==> config.mk <==
export PLATFORM = sky130hd
export DESIGN_NAME = erp_core
export DESIGN_NICKNAME = d
export VERILOG_FILES = /design/src/core/erp_pkg.sv /design/src/core/erp_core.sv /design/src/core/erp_sync3.sv
export SDC_FILE = /design/constraint.sdc
export NUM_CORES = 1
export LEC_CHECK = 0
export ABC_AREA = 1
export BUFFER_PORTS_ARGS = -buffer_cell sky130_fd_sc_hd__buf_4
export CORE_ASPECT_RATIO = 1.25
export CORE_MARGIN = 5
export CORE_UTILIZATION = 45
export DETAILED_ROUTE_END_ITERATION = 10
export PLACE_DENSITY = 0.7
export RECOVER_POWER = 25
export SLEW_MARGIN = 40
export SYNTH_ARGS = -nofsm -noshare
export SYNTH_HDL_FRONTEND = slang
export SYNTH_SLANG_ARGS = --single-unit
==> constraint.sdc <==
create_clock -name mclk_i -period 2.44 [get_ports mclk_i]
set_clock_uncertainty 0.05 [all_clocks]
set_input_delay 0.366 -clock mclk_i [delete_from_list [all_inputs] [get_ports mclk_i]]
set_output_delay 0.366 -clock mclk_i [all_outputs]
set_load 0.1 [all_outputs]
==> src/core/erp_pkg.sv <==
// Constants, field layouts and types of the error response policy block.
// Assumes one 100 MHz clock and a 32-bit Avalon-MM register port.
package erp_pkg;

  // Channel layout.
  localparam int NUM_CH = 8;
  localparam int GRP_SIZE = 4;
  localparam int NUM_GRP = 2;
  localparam int PC_CH = 4;
  localparam int NUM_PC = 2;
  localparam int LVL_W = 8;

  // Policy selector codes.
  typedef enum logic [1:0] {
    POL_NOTIFY = 2'h0,
    POL_FORCE = 2'h1,
    POL_STOP = 2'h2
  } erp_pol_t;

  // Register byte offsets.
  localparam logic [7:0] ADDR_CMD = 8'h00;
  localparam logic [7:0] ADDR_POL_PEND = 8'h04;
  localparam logic [7:0] ADDR_POL_ACT = 8'h08;
  localparam logic [7:0] ADDR_MODE = 8'h0C;
  localparam logic [7:0] ADDR_LVL_LO = 8'h10;
  localparam logic [7:0] ADDR_LVL_HI = 8'h14;
  localparam logic [7:0] ADDR_RUN = 8'h18;
  localparam logic [7:0] ADDR_ERR = 8'h1C;
  localparam logic [7:0] ADDR_IRQ_ST = 8'h20;
  localparam logic [7:0] ADDR_IRQ_MSK = 8'h24;
  localparam logic [7:0] ADDR_ALM_BASE = 8'h40;
  localparam logic [7:0] ADDR_ALM_LAST = 8'h5C;

  // Command bits.
  localparam int CMD_RUN = 0;
  localparam int CMD_STOP = 1;
  localparam int CMD_SRST = 2;
  localparam int CMD_FCLR = 3;

  // Selector fields inside the policy registers.
  localparam int POL_LINK_LSB = 0;
  localparam int POL_IN_LSB = 2;
  localparam int POL_HT_LSB = 4;
  localparam int POL_W = 6;

  // Mode bits.
  localparam int MODE_GRAD = 0;
  localparam int MODE_DIRECT = 1;

  // Channel alarm status word bits.
  localparam int ALM_INPUT = 0;
  localparam int ALM_OC = 1;
  localparam int ALM_RELAY = 2;
  localparam int ALM_HB = 11;

  // Error status register fields.
  localparam int ERR_IN_LSB = 0;
  localparam int ERR_HT_LSB = 8;
  localparam int ERR_LINK = 16;
  localparam int ERR_ZC_LSB = 17;
  localparam int ERR_PCC_LSB = 19;

  // Interrupt status and mask bits.
  localparam int IRQ_LINK = 0;
  localparam int IRQ_INPUT = 1;
  localparam int IRQ_HEATER = 2;
  localparam int IRQ_STOP = 3;
  localparam int IRQ_REJ = 4;
  localparam int IRQ_W = 5;

  // Reset values.
  localparam logic [POL_W-1:0] POL_RST = 6'h00;
  localparam logic [1:0] MODE_RST = 2'h1;
  localparam logic [IRQ_W-1:0] MASK_RST = 5'h00;

  // Layout of the synchronised fault pin vector.
  localparam int SY_LINK = 0;
  localparam int SY_IN = 1;
  localparam int SY_PCC = 9;
  localparam int SY_ZC = 11;
  localparam int SY_OC = 13;
  localparam int SY_HB = 21;
  localparam int SY_RF = 29;
  localparam int SY_W = 37;

endpackage

==> src/core/erp_core.sv <==
// Error response policy block: per-period fault handling of all channels.
// Assumes ctrl_tick_i and mv_calc_i come from logic on mclk_i and the
// fault pins are asynchronous.
`timescale 1ns/1ps
module erp_core (
  input wire logic mclk_i, // System clock, 100 MHz.
  input wire logic resetn_i, // Synchronous reset, active low.
  input wire logic [7:0] avs_address_i, // Byte address.
  input wire logic avs_read_i, // Read request.
  input wire logic avs_write_i, // Write request.
  input wire logic [31:0] avs_writedata_i, // Write data.
  input wire logic [3:0] avs_byteenable_i, // Byte enables.
  output logic [31:0] avs_readdata_o, // Read data.
  output logic avs_waitrequest_o, // Wait request.
  input wire logic ctrl_tick_i, // One pulse per control period.
  input wire logic [erp_pkg::NUM_CH*erp_pkg::LVL_W-1:0] mv_calc_i, // MV.
  input wire logic link_err_i, // Host link error pin.
  input wire logic [erp_pkg::NUM_CH-1:0] input_err_i, // Input errors.
  input wire logic [erp_pkg::NUM_PC-1:0] pc_comm_err_i, // Comms errors.
  input wire logic [erp_pkg::NUM_PC-1:0] zc_err_i, // Zero-cross faults.
  input wire logic [erp_pkg::NUM_CH-1:0] heater_oc_i, // Overcurrent.
  input wire logic [erp_pkg::NUM_CH-1:0] heater_break_alarm_i, // Break.
  input wire logic [erp_pkg::NUM_CH-1:0] relay_fault_alarm_i, // Relay.
  output logic [erp_pkg::NUM_CH*erp_pkg::LVL_W-1:0] mv_o, // Output MV.
  output logic [erp_pkg::NUM_CH-1:0] run_o, // Channel in control.
  output logic irq_o // Level interrupt.
);
  import erp_pkg::*;

  typedef struct packed {
    logic [NUM_CH*LVL_W-1:0] lvl;
    logic [NUM_CH*LVL_W-1:0] mv;
    logic [NUM_CH-1:0] run;
    logic [NUM_CH-1:0] hlatch;
    logic [POL_W-1:0] pol_pend;
    logic [POL_W-1:0] pol_act;
    logic [1:0] mode;
    logic [IRQ_W-1:0] irq_st;
    logic [IRQ_W-1:0] irq_msk;
    logic irq;
    logic waitreq;
    logic [31:0] rdata;
  } erp_state_t;

  erp_state_t st_r;
  erp_state_t st_nxt;
  logic [SY_W-1:0] sy;

  // Spreads any set bit of a group onto all channels of that group.
  function automatic logic [NUM_CH-1:0] grp_spread(
    input logic [NUM_CH-1:0] v,
    input logic grad
  );
    logic [NUM_CH-1:0] o;
    o = v;
    if (grad) begin
      for (int g = 0; g < NUM_GRP; g++) begin
        if (|v[g*GRP_SIZE +: GRP_SIZE]) begin
          o[g*GRP_SIZE +: GRP_SIZE] = '1;
        end
      end
    end
    return o;
  endfunction

  // Maps one bit per power controller onto its channels.
  function automatic logic [NUM_CH-1:0] pc_spread(
    input logic [NUM_PC-1:0] v
  );
    logic [NUM_CH-1:0] o;
    o = '0;
    for (int c = 0; c < NUM_CH; c++) begin
      o[c] = v[c / PC_CH];
    end
    return o;
  endfunction

  // Merges write data into a register under the byte enables.
  function automatic logic [31:0] be_merge(
    input logic [31:0] old,
    input logic [31:0] wd,
    input logic [3:0] be
  );
    logic [31:0] o;
    o = old;
    for (int b = 0; b < 4; b++) begin
      if (be[b]) begin
        o[b*8 +: 8] = wd[b*8 +: 8];
      end
    end
    return o;
  endfunction

  // Picks one selector field out of a policy register.
  function automatic erp_pol_t pol_field(
    input logic [POL_W-1:0] p,
    input int lsb
  );
    return erp_pol_t'(p[lsb +: 2]);
  endfunction

  // Collects the channels that a stopping fault takes out of control.
  function automatic logic [NUM_CH-1:0] stop_mask(
    input logic [NUM_CH-1:0] in_v,
    input logic [NUM_CH-1:0] ht_v,
    input logic grad,
    input logic link_stop,
    input logic in_stop,
    input logic ht_stop
  );
    logic [NUM_CH-1:0] o;
    o = '0;
    if (in_stop) begin
      o = o | grp_spread(in_v, grad);
    end
    if (ht_stop) begin
      o = o | grp_spread(ht_v, grad);
    end
    if (link_stop) begin
      o = '1;
    end
    return o;
  endfunction

  // Fault pins pass the three-stage synchroniser.
  erp_sync3 #(
    .W(SY_W)
  ) u_sync (
    .mclk_i(mclk_i),
    .resetn_i(resetn_i),
    .async_i({relay_fault_alarm_i, heater_break_alarm_i, heater_oc_i,
              zc_err_i, pc_comm_err_i, input_err_i, link_err_i}),
    .sync_o(sy)
  );

  // Policy evaluation, command handling and register access.
  always_comb begin
    logic grad;
    logic link_hit;
    logic [NUM_CH-1:0] in_raw;
    logic [NUM_CH-1:0] in_cls;
    logic [NUM_CH-1:0] ht_raw;
    logic [NUM_CH-1:0] ht_cls;
    logic [NUM_CH-1:0] stop_req;
    logic [NUM_CH-1:0] stop_fc;
    logic [NUM_CH-1:0] force_req;
    logic [IRQ_W-1:0] ev;
    logic [IRQ_W-1:0] w1c;
    logic [31:0] wm;
    logic [31:0] mg;
    logic [31:0] rd;
    logic [2:0] ai;
    erp_pol_t pl;
    erp_pol_t pi;
    erp_pol_t ph;
    grad = 1'b0;
    link_hit = 1'b0;
    in_raw = '0;
    in_cls = '0;
    ht_raw = '0;
    ht_cls = '0;
    stop_req = '0;
    stop_fc = '0;
    force_req = '0;
    ev = '0;
    w1c = '0;
    wm = '0;
    mg = '0;
    rd = '0;
    ai = '0;
    st_nxt = st_r;

    // Only the selection adopted at the last reset governs.
    pl = pol_field(st_r.pol_act, POL_LINK_LSB);
    pi = pol_field(st_r.pol_act, POL_IN_LSB);
    ph = pol_field(st_r.pol_act, POL_HT_LSB);
    grad = st_r.mode[MODE_GRAD];

    // Link errors count only in direct link mode.
    link_hit = sy[SY_LINK] & st_r.mode[MODE_DIRECT];
    // Input class: channel inputs plus power controller faults.
    in_raw = sy[SY_IN +: NUM_CH];
    in_cls = in_raw | pc_spread(sy[SY_ZC +: NUM_PC])
           | pc_spread(sy[SY_PCC +: NUM_PC]);
    // Heater class; a stopped heater fault stays latched.
    ht_raw = sy[SY_OC +: NUM_CH] | sy[SY_HB +: NUM_CH]
           | sy[SY_RF +: NUM_CH];
    ht_cls = ht_raw | st_r.hlatch;

    // Stop targets: groups in gradient mode, else channels.
    stop_req = stop_mask(in_cls, ht_cls, grad,
      pl == POL_STOP && link_hit, pi == POL_STOP, ph == POL_STOP);
    // A fault clear in the same write frees the latched heater faults.
    stop_fc = stop_mask(in_cls, ht_raw, grad,
      pl == POL_STOP && link_hit, pi == POL_STOP, ph == POL_STOP);

    // Forced error level targets.
    if (pi == POL_FORCE) begin
      force_req = force_req | grp_spread(in_cls, grad);
    end else if (pi == POL_NOTIFY) begin
      force_req = force_req | in_raw;
    end
    if (ph == POL_FORCE) begin
      force_req = force_req | grp_spread(ht_cls, grad);
    end
    if (pl == POL_FORCE && link_hit) begin
      force_req = '1;
    end

    // Once per control period: stop targets and refresh outputs.
    if (ctrl_tick_i) begin
      st_nxt.run = st_r.run & ~stop_req;
      for (int c = 0; c < NUM_CH; c++) begin
        if (!st_nxt.run[c]) begin
          st_nxt.mv[c*LVL_W +: LVL_W] = '0;
        end else if (force_req[c]) begin
          st_nxt.mv[c*LVL_W +: LVL_W] =
            st_r.lvl[c*LVL_W +: LVL_W];
        end else begin
          st_nxt.mv[c*LVL_W +: LVL_W] =
            mv_calc_i[c*LVL_W +: LVL_W];
        end
      end
      if (ph == POL_STOP) begin
        st_nxt.hlatch = st_r.hlatch | ht_raw;
      end
      ev[IRQ_LINK] = link_hit;
      ev[IRQ_INPUT] = |in_cls;
      ev[IRQ_HEATER] = |ht_cls;
      ev[IRQ_STOP] = |(st_r.run & stop_req);
    end

    // Bus handshake: one wait cycle, then the access completes.
    st_nxt.waitreq = 1'b1;
    if ((avs_read_i || avs_write_i) && st_r.waitreq) begin
      st_nxt.waitreq = 1'b0;
      ai = avs_address_i[4:2];
      case (avs_address_i)
        ADDR_POL_PEND: rd[POL_W-1:0] = st_r.pol_pend;
        ADDR_POL_ACT: rd[POL_W-1:0] = st_r.pol_act;
        ADDR_MODE: rd[1:0] = st_r.mode;
        ADDR_LVL_LO: rd = st_r.lvl[31:0];
        ADDR_LVL_HI: rd = st_r.lvl[63:32];
        ADDR_RUN: rd[NUM_CH-1:0] = st_r.run;
        ADDR_ERR: begin
          rd[ERR_IN_LSB +: NUM_CH] = in_cls;
          rd[ERR_HT_LSB +: NUM_CH] = ht_cls;
          rd[ERR_LINK] = link_hit;
          rd[ERR_ZC_LSB +: NUM_PC] = sy[SY_ZC +: NUM_PC];
          rd[ERR_PCC_LSB +: NUM_PC] = sy[SY_PCC +: NUM_PC];
        end
        ADDR_IRQ_ST: rd[IRQ_W-1:0] = st_r.irq_st;
        ADDR_IRQ_MSK: rd[IRQ_W-1:0] = st_r.irq_msk;
        default: begin
          if (avs_address_i >= ADDR_ALM_BASE &&
              avs_address_i <= ADDR_ALM_LAST) begin
            rd[ALM_INPUT] = in_cls[ai];
            rd[ALM_OC] = sy[SY_OC + int'(ai)];
            rd[ALM_RELAY] = sy[SY_RF + int'(ai)];
            rd[ALM_HB] = sy[SY_HB + int'(ai)];
          end
        end
      endcase
      if (avs_read_i) begin
        st_nxt.rdata = rd;
      end
    end

    // Writes take effect at the edge where waitrequest is seen low.
    if (avs_write_i && !st_r.waitreq) begin
      wm = be_merge(32'h0000_0000, avs_writedata_i, avs_byteenable_i);
      case (avs_address_i)
        ADDR_CMD: begin
          if (wm[CMD_STOP]) begin
            st_nxt.run = '0;
          end
          if (wm[CMD_FCLR]) begin
            // A heater fault latched in this very cycle survives the clear.
            st_nxt.hlatch = '0;
            if (ctrl_tick_i && ph == POL_STOP) begin
              st_nxt.hlatch = ht_raw;
            end
          end
          if (wm[CMD_RUN]) begin
            // Targets still in a stopping fault stay stopped; the fault
            // clear above has already freed latched heater faults.
            if (wm[CMD_FCLR]) begin
              st_nxt.run = st_nxt.run | ~stop_fc;
            end else begin
              st_nxt.run = st_nxt.run | ~stop_req;
            end
          end
          if (wm[CMD_SRST]) begin
            st_nxt.pol_act = st_r.pol_pend;
            st_nxt.run = '0;
            st_nxt.hlatch = '0;
          end
        end
        ADDR_POL_PEND: begin
          if (st_r.run == '0) begin
            mg = be_merge({26'h0, st_r.pol_pend}, avs_writedata_i,
              avs_byteenable_i);
            st_nxt.pol_pend = mg[POL_W-1:0];
          end else begin
            ev[IRQ_REJ] = 1'b1;
          end
        end
        ADDR_MODE: begin
          mg = be_merge({30'h0, st_r.mode}, avs_writedata_i,
            avs_byteenable_i);
          st_nxt.mode = mg[1:0];
        end
        ADDR_LVL_LO: begin
          st_nxt.lvl[31:0] = be_merge(st_r.lvl[31:0],
            avs_writedata_i, avs_byteenable_i);
        end
        ADDR_LVL_HI: begin
          st_nxt.lvl[63:32] = be_merge(st_r.lvl[63:32],
            avs_writedata_i, avs_byteenable_i);
        end
        ADDR_IRQ_ST: begin
          w1c = wm[IRQ_W-1:0];
        end
        ADDR_IRQ_MSK: begin
          mg = be_merge({27'h0, st_r.irq_msk}, avs_writedata_i,
            avs_byteenable_i);
          st_nxt.irq_msk = mg[IRQ_W-1:0];
        end
        default: begin
          st_nxt.mode = st_nxt.mode;
        end
      endcase
    end

    // Sticky events: a new event beats a clear in the same cycle.
    st_nxt.irq_st = (st_r.irq_st & ~w1c) | ev;
    st_nxt.irq = |(st_nxt.irq_st & st_nxt.irq_msk);
  end

  // Register the whole state.
  always_ff @(posedge mclk_i) begin
    if (!resetn_i) begin
      st_r <= '0;
      st_r.pol_pend <= POL_RST;
      st_r.pol_act <= POL_RST;
      st_r.mode <= MODE_RST;
      st_r.irq_msk <= MASK_RST;
      st_r.waitreq <= 1'b1;
    end else begin
      st_r <= st_nxt;
    end
  end

  // Outputs come straight from the state register.
  assign avs_readdata_o = st_r.rdata;
  assign avs_waitrequest_o = st_r.waitreq;
  assign mv_o = st_r.mv;
  assign run_o = st_r.run;
  assign irq_o = st_r.irq;

endmodule

==> src/core/erp_sync3.sv <==
// Three-stage synchroniser with agreement filter for fault pins.
// Assumes inputs are asynchronous levels; output is registered.
`timescale 1ns/1ps
module erp_sync3 #(
  parameter int W = 1
) (
  input wire logic mclk_i, // System clock.
  input wire logic resetn_i, // Synchronous reset, active low.
  input wire logic [W-1:0] async_i, // Pin levels.
  output logic [W-1:0] sync_o // Filtered levels.
);

  typedef struct packed {
    logic [W-1:0] s1;
    logic [W-1:0] s2;
    logic [W-1:0] s3;
    logic [W-1:0] out;
  } erp_sy_st_t;

  erp_sy_st_t st_r;
  erp_sy_st_t st_nxt;

  // Shift the pins along; a bit changes once stages two and three agree.
  always_comb begin
    st_nxt = st_r;
    st_nxt.s1 = async_i;
    st_nxt.s2 = st_r.s1;
    st_nxt.s3 = st_r.s2;
    for (int i = 0; i < W; i++) begin
      if (st_r.s2[i] == st_r.s3[i]) begin
        st_nxt.out[i] = st_r.s3[i];
      end
    end
  end

  // Register the state.
  always_ff @(posedge mclk_i) begin
    if (!resetn_i) begin
      st_r <= '0;
    end else begin
      st_r <= st_nxt;
    end
  end

  assign sync_o = st_r.out;

endmodule
==> summary.txt <==
Route
  – DRT Wirelength: 46,570 µm
  – DRT iter0 DRCs: 1,063
  – DRT Pass-1 Iters: 6
  – Drt drc: 0
  – Vias per cell: 5.206
  – Antenna Violating Nets Remaining: 0
  – Vias: 14.15k
  – WL/cell: 17.13 µm

Logic synthesis
  – Post-synth top area share: 45.36%
  – Post-synth top area cell: dfxtp_1
  – Post-synth EDFFs: 0
  – Library cells used by synthesis: 46
  – Top_reg_cell synth: dfxtp_1
  – Most numerous cell in the Yosys netlist: nand2_1
  – Ys Warns: 0
  – Synthesized area per cell: 7.477 µm²
  – Synth Instances: 2,066
  – Netlist Area Pre-Place: 0.01545 mm²
  – Top post-synthesis cells by count: nand2_1 (421), dfxtp_1 (350), inv_1 (279)
  – Post-synth net total: 2,221
  – Async S/R FF share, synth: 0%
  – Seq/Total Area, Yosys: 45.36%
  – FF+latch count, synth: 350
  – Synth top area cells: dfxtp_1 (45%), nand2_1 (10%), a21oi_1 (7.4%), inv_1 (6.8%), o21ai_0 (5.7%)

Timing
  – Worst-Margin Slew: 1.468 ns
  – Hold WS: 0.04714 ns
  – RSZ-0062 raised after global routing: no
  – Worst slew margin: 2.114%
  – Final Hold Fails: 0
  – Pins Over Slew Limit: 0
  – Fmax: 465.7 MHz
  – Tmin final: 2.147 ns
  – Tcrit/Tclk final: 88.00%
  – Final setup viols: 0

Min path
  – Worst hold start: avs_writedata_i[5]
  – Worst hold path type: input port to flip-flop
  – Hold Path Sink: st_r[175]
  – Hold Crit Depth: 3

Pwr
  – Leak Pwr: 8.276 nW
  – Post-layout power: 0.01274 W
  – PwrDens: 673.8 mW/mm²
  – Worst vdd ir: 536.5 µV

Run status
  – Outcome: complete, no violations

Global route
  – Antenna violations before repair: 0
  – GRT overflow: 0
  – Met1 Use GR: 29.06%
  – GRT busiest layer: met2
  – Routing usage on met2: 41.54%
  – First-pass GRT wire length: 72,580 µm
  – Tot GR Track Use: 23.53%
  – Met3 Resource Use GR: 3.749%
  – Largest net degree at the start of global routing: 149
  – Vias in the first global route: 13.55k

Floorplanning
  – Die area: 0.03816 mm²
  – Ports: 256
  – Core Rows: 75
  – Die W: 175.7 µm
  – Die H: 217.1 µm
  – CORE AREA: 0.03378 mm²
  – Initial Util: 45.73%

Finish
  – Layout net count: 2,424
  – N_diodes: 0
  – Design area: 0.01892 mm²
  – Non-Filler Instances: 2,718
  – Final core occ: 55.99%
  – Layout area overhead: 22.45%
  – Number of fill cells: 3,183
  – Layout cells sized above 1: 18.91%

CTS
  – Clock latency on the worst-skew pair: 0.54 ns
  – Clk slew on worst S/H paths: 0.06 ns
  – H-tree depth: 2
  – CTS buffer count: 37
  – CTS tree: yes
  – Clock tree buffer depth: 3
  – Setup bufs post-CTS: 0
  – Clock Sinks: 350
  – Root Driver: clkbuf_16

Critical path
  – Crit path DAT: 2.50 ns
  – Max FO, Critical Path: 9
  – R2R depth: 16
  – Worst r2r src: u_sync.sync_o[1]
  – Startpoint types: flip-flop
  – Flop2flop setup slack: 0.29 ns
  – Critical path endpoint category: flip-flop
  – Worst R2R End: irq_o
  – CP Data Required Time: 2.79 ns
  – Crit Path Class: flip-flop to flip-flop

Job
  – Max Cap Viol: 0

Placement
  – Area after DPL: 0.01728 mm²
  – Placed insts: 2,616
  – DP Wirelength: 34,840 µm
  – Port bufs: 255
  – Final Wtd Congestion: 0.9463
## through the flow
stage | TNS [ns] | setup slack, ns
3_3_place_gp | 0 | 0.1071
6_report | 0 | 0.2927
3_5_place_dp | -0.01304 | -0.01304
5_1_grt | 0 | 0.07282
2_1_floorplan | 0 | 0.2046
4_1_cts | 0 | 0.2707
## final cells by class
cell class	instances	area [µm²]	share of cell area [%]
repair buffers	347	2779	14.69
inverters	292	1097	5.801
clock inverters	15	215.2	1.138
clock buffers	50	1077	5.695
multi-input cells	1241	6211	32.84
flip-flops and latches	350	7007	37.04
well taps	423	529.3	2.798
## cell families (layout without fill, tap and decap cells)
| family | after synthesis | in the layout | share of synthesized area (%) |
|---|---|---|---|
| compound gates | 557 | 557 | 20.76 |
| fa+ha+maj | 5 | 5 | 0.4050 |
| buf+inv | 475 | 704 | 14.43 |
| flops | 350 | 350 | 45.36 |
| simple gates | 679 | 679 | 19.04 |
## timing repair
| item | in CTS | in global routing |
|---|---|---|
| endpoints found under the hold margin | 37 | 0 |
| gates resized for setup | 0 | 0 |
| hold buffers | 37 | 0 |
| setup endpoints to repair | 0 | 0 |
## layer usage
layer  share of wire, %  routed length [µm]  vias up
li1                   -                   -     7058
met1                 41               19320     6522
met2                 49               22890      484
met3                6.1                2830       87
met4                3.3                1529        0
met5                  0                   0        -
## critical path: stages (launching register included)
cell	delay, ns
dfxtp_1	0.32
inv_1	0.26
nand2_1	0.09
nor2_1	0.12
nand2_2	0.13
nand3_1	0.14
nand2_1	0.06
inv_1	0.07
nand2_2	0.10
nand2_1	0.08
nand3_1	0.07
nor2_1	0.09
nand2_1	0.07
nand2_1	0.13
nand2_1	0.10
nand2_1	0.07
nand2_1	0.05
## sequential cells by signal (all words and copies together) (netlist names)
name	cells
u_sync.st_nxt	74
st_r	96
irq_o	1
avs_readdata_o	32
run_o	8
avs_waitrequest_o	1
mv_o	64
u_sync.st_r	37
u_sync.sync_o	37
## worst max path at each step
| stage | startpoint | endpoint | slack, ns | cells after the start |
|---|---|---|---|---|
| after floorplan | avs_waitrequest_o | avs_readdata_o[26] | 0.20 | 8 |
| after global placement | avs_address_i[3] | avs_readdata_o[1] | 0.11 | 10 |
| after detailed placement | avs_address_i[7] | st_r[154] | -0.01 | 9 |
| after CTS | u_sync.sync_o[1] | irq_o | 0.27 | 16 |
| after global routing | u_sync.sync_o[1] | irq_o | 0.07 | 16 |
| final | u_sync.sync_o[1] | irq_o | 0.29 | 16 |
## power by group
group,internal (W),switching (W),leakage (nW)
clock network,0.00364,0.00231,0.642
logic,0.000360,0.000575,4.79
registers,0.00581,0.0000492,2.84
## cell usage in the layout (no fill, tap or decap), types with 20 or more instances in the layout
cell type and count:
nor2_1 131, o21ai_0 176, buf_4 300, dfxtp_1 350, clkbuf_16 39, o211ai_1 70
nand2_1 421, dlygate4sd3_1 37, o22ai_1 20, inv_1 279, a21oi_1 228, nand3_1 60
(Power assumes the default switching activity.)
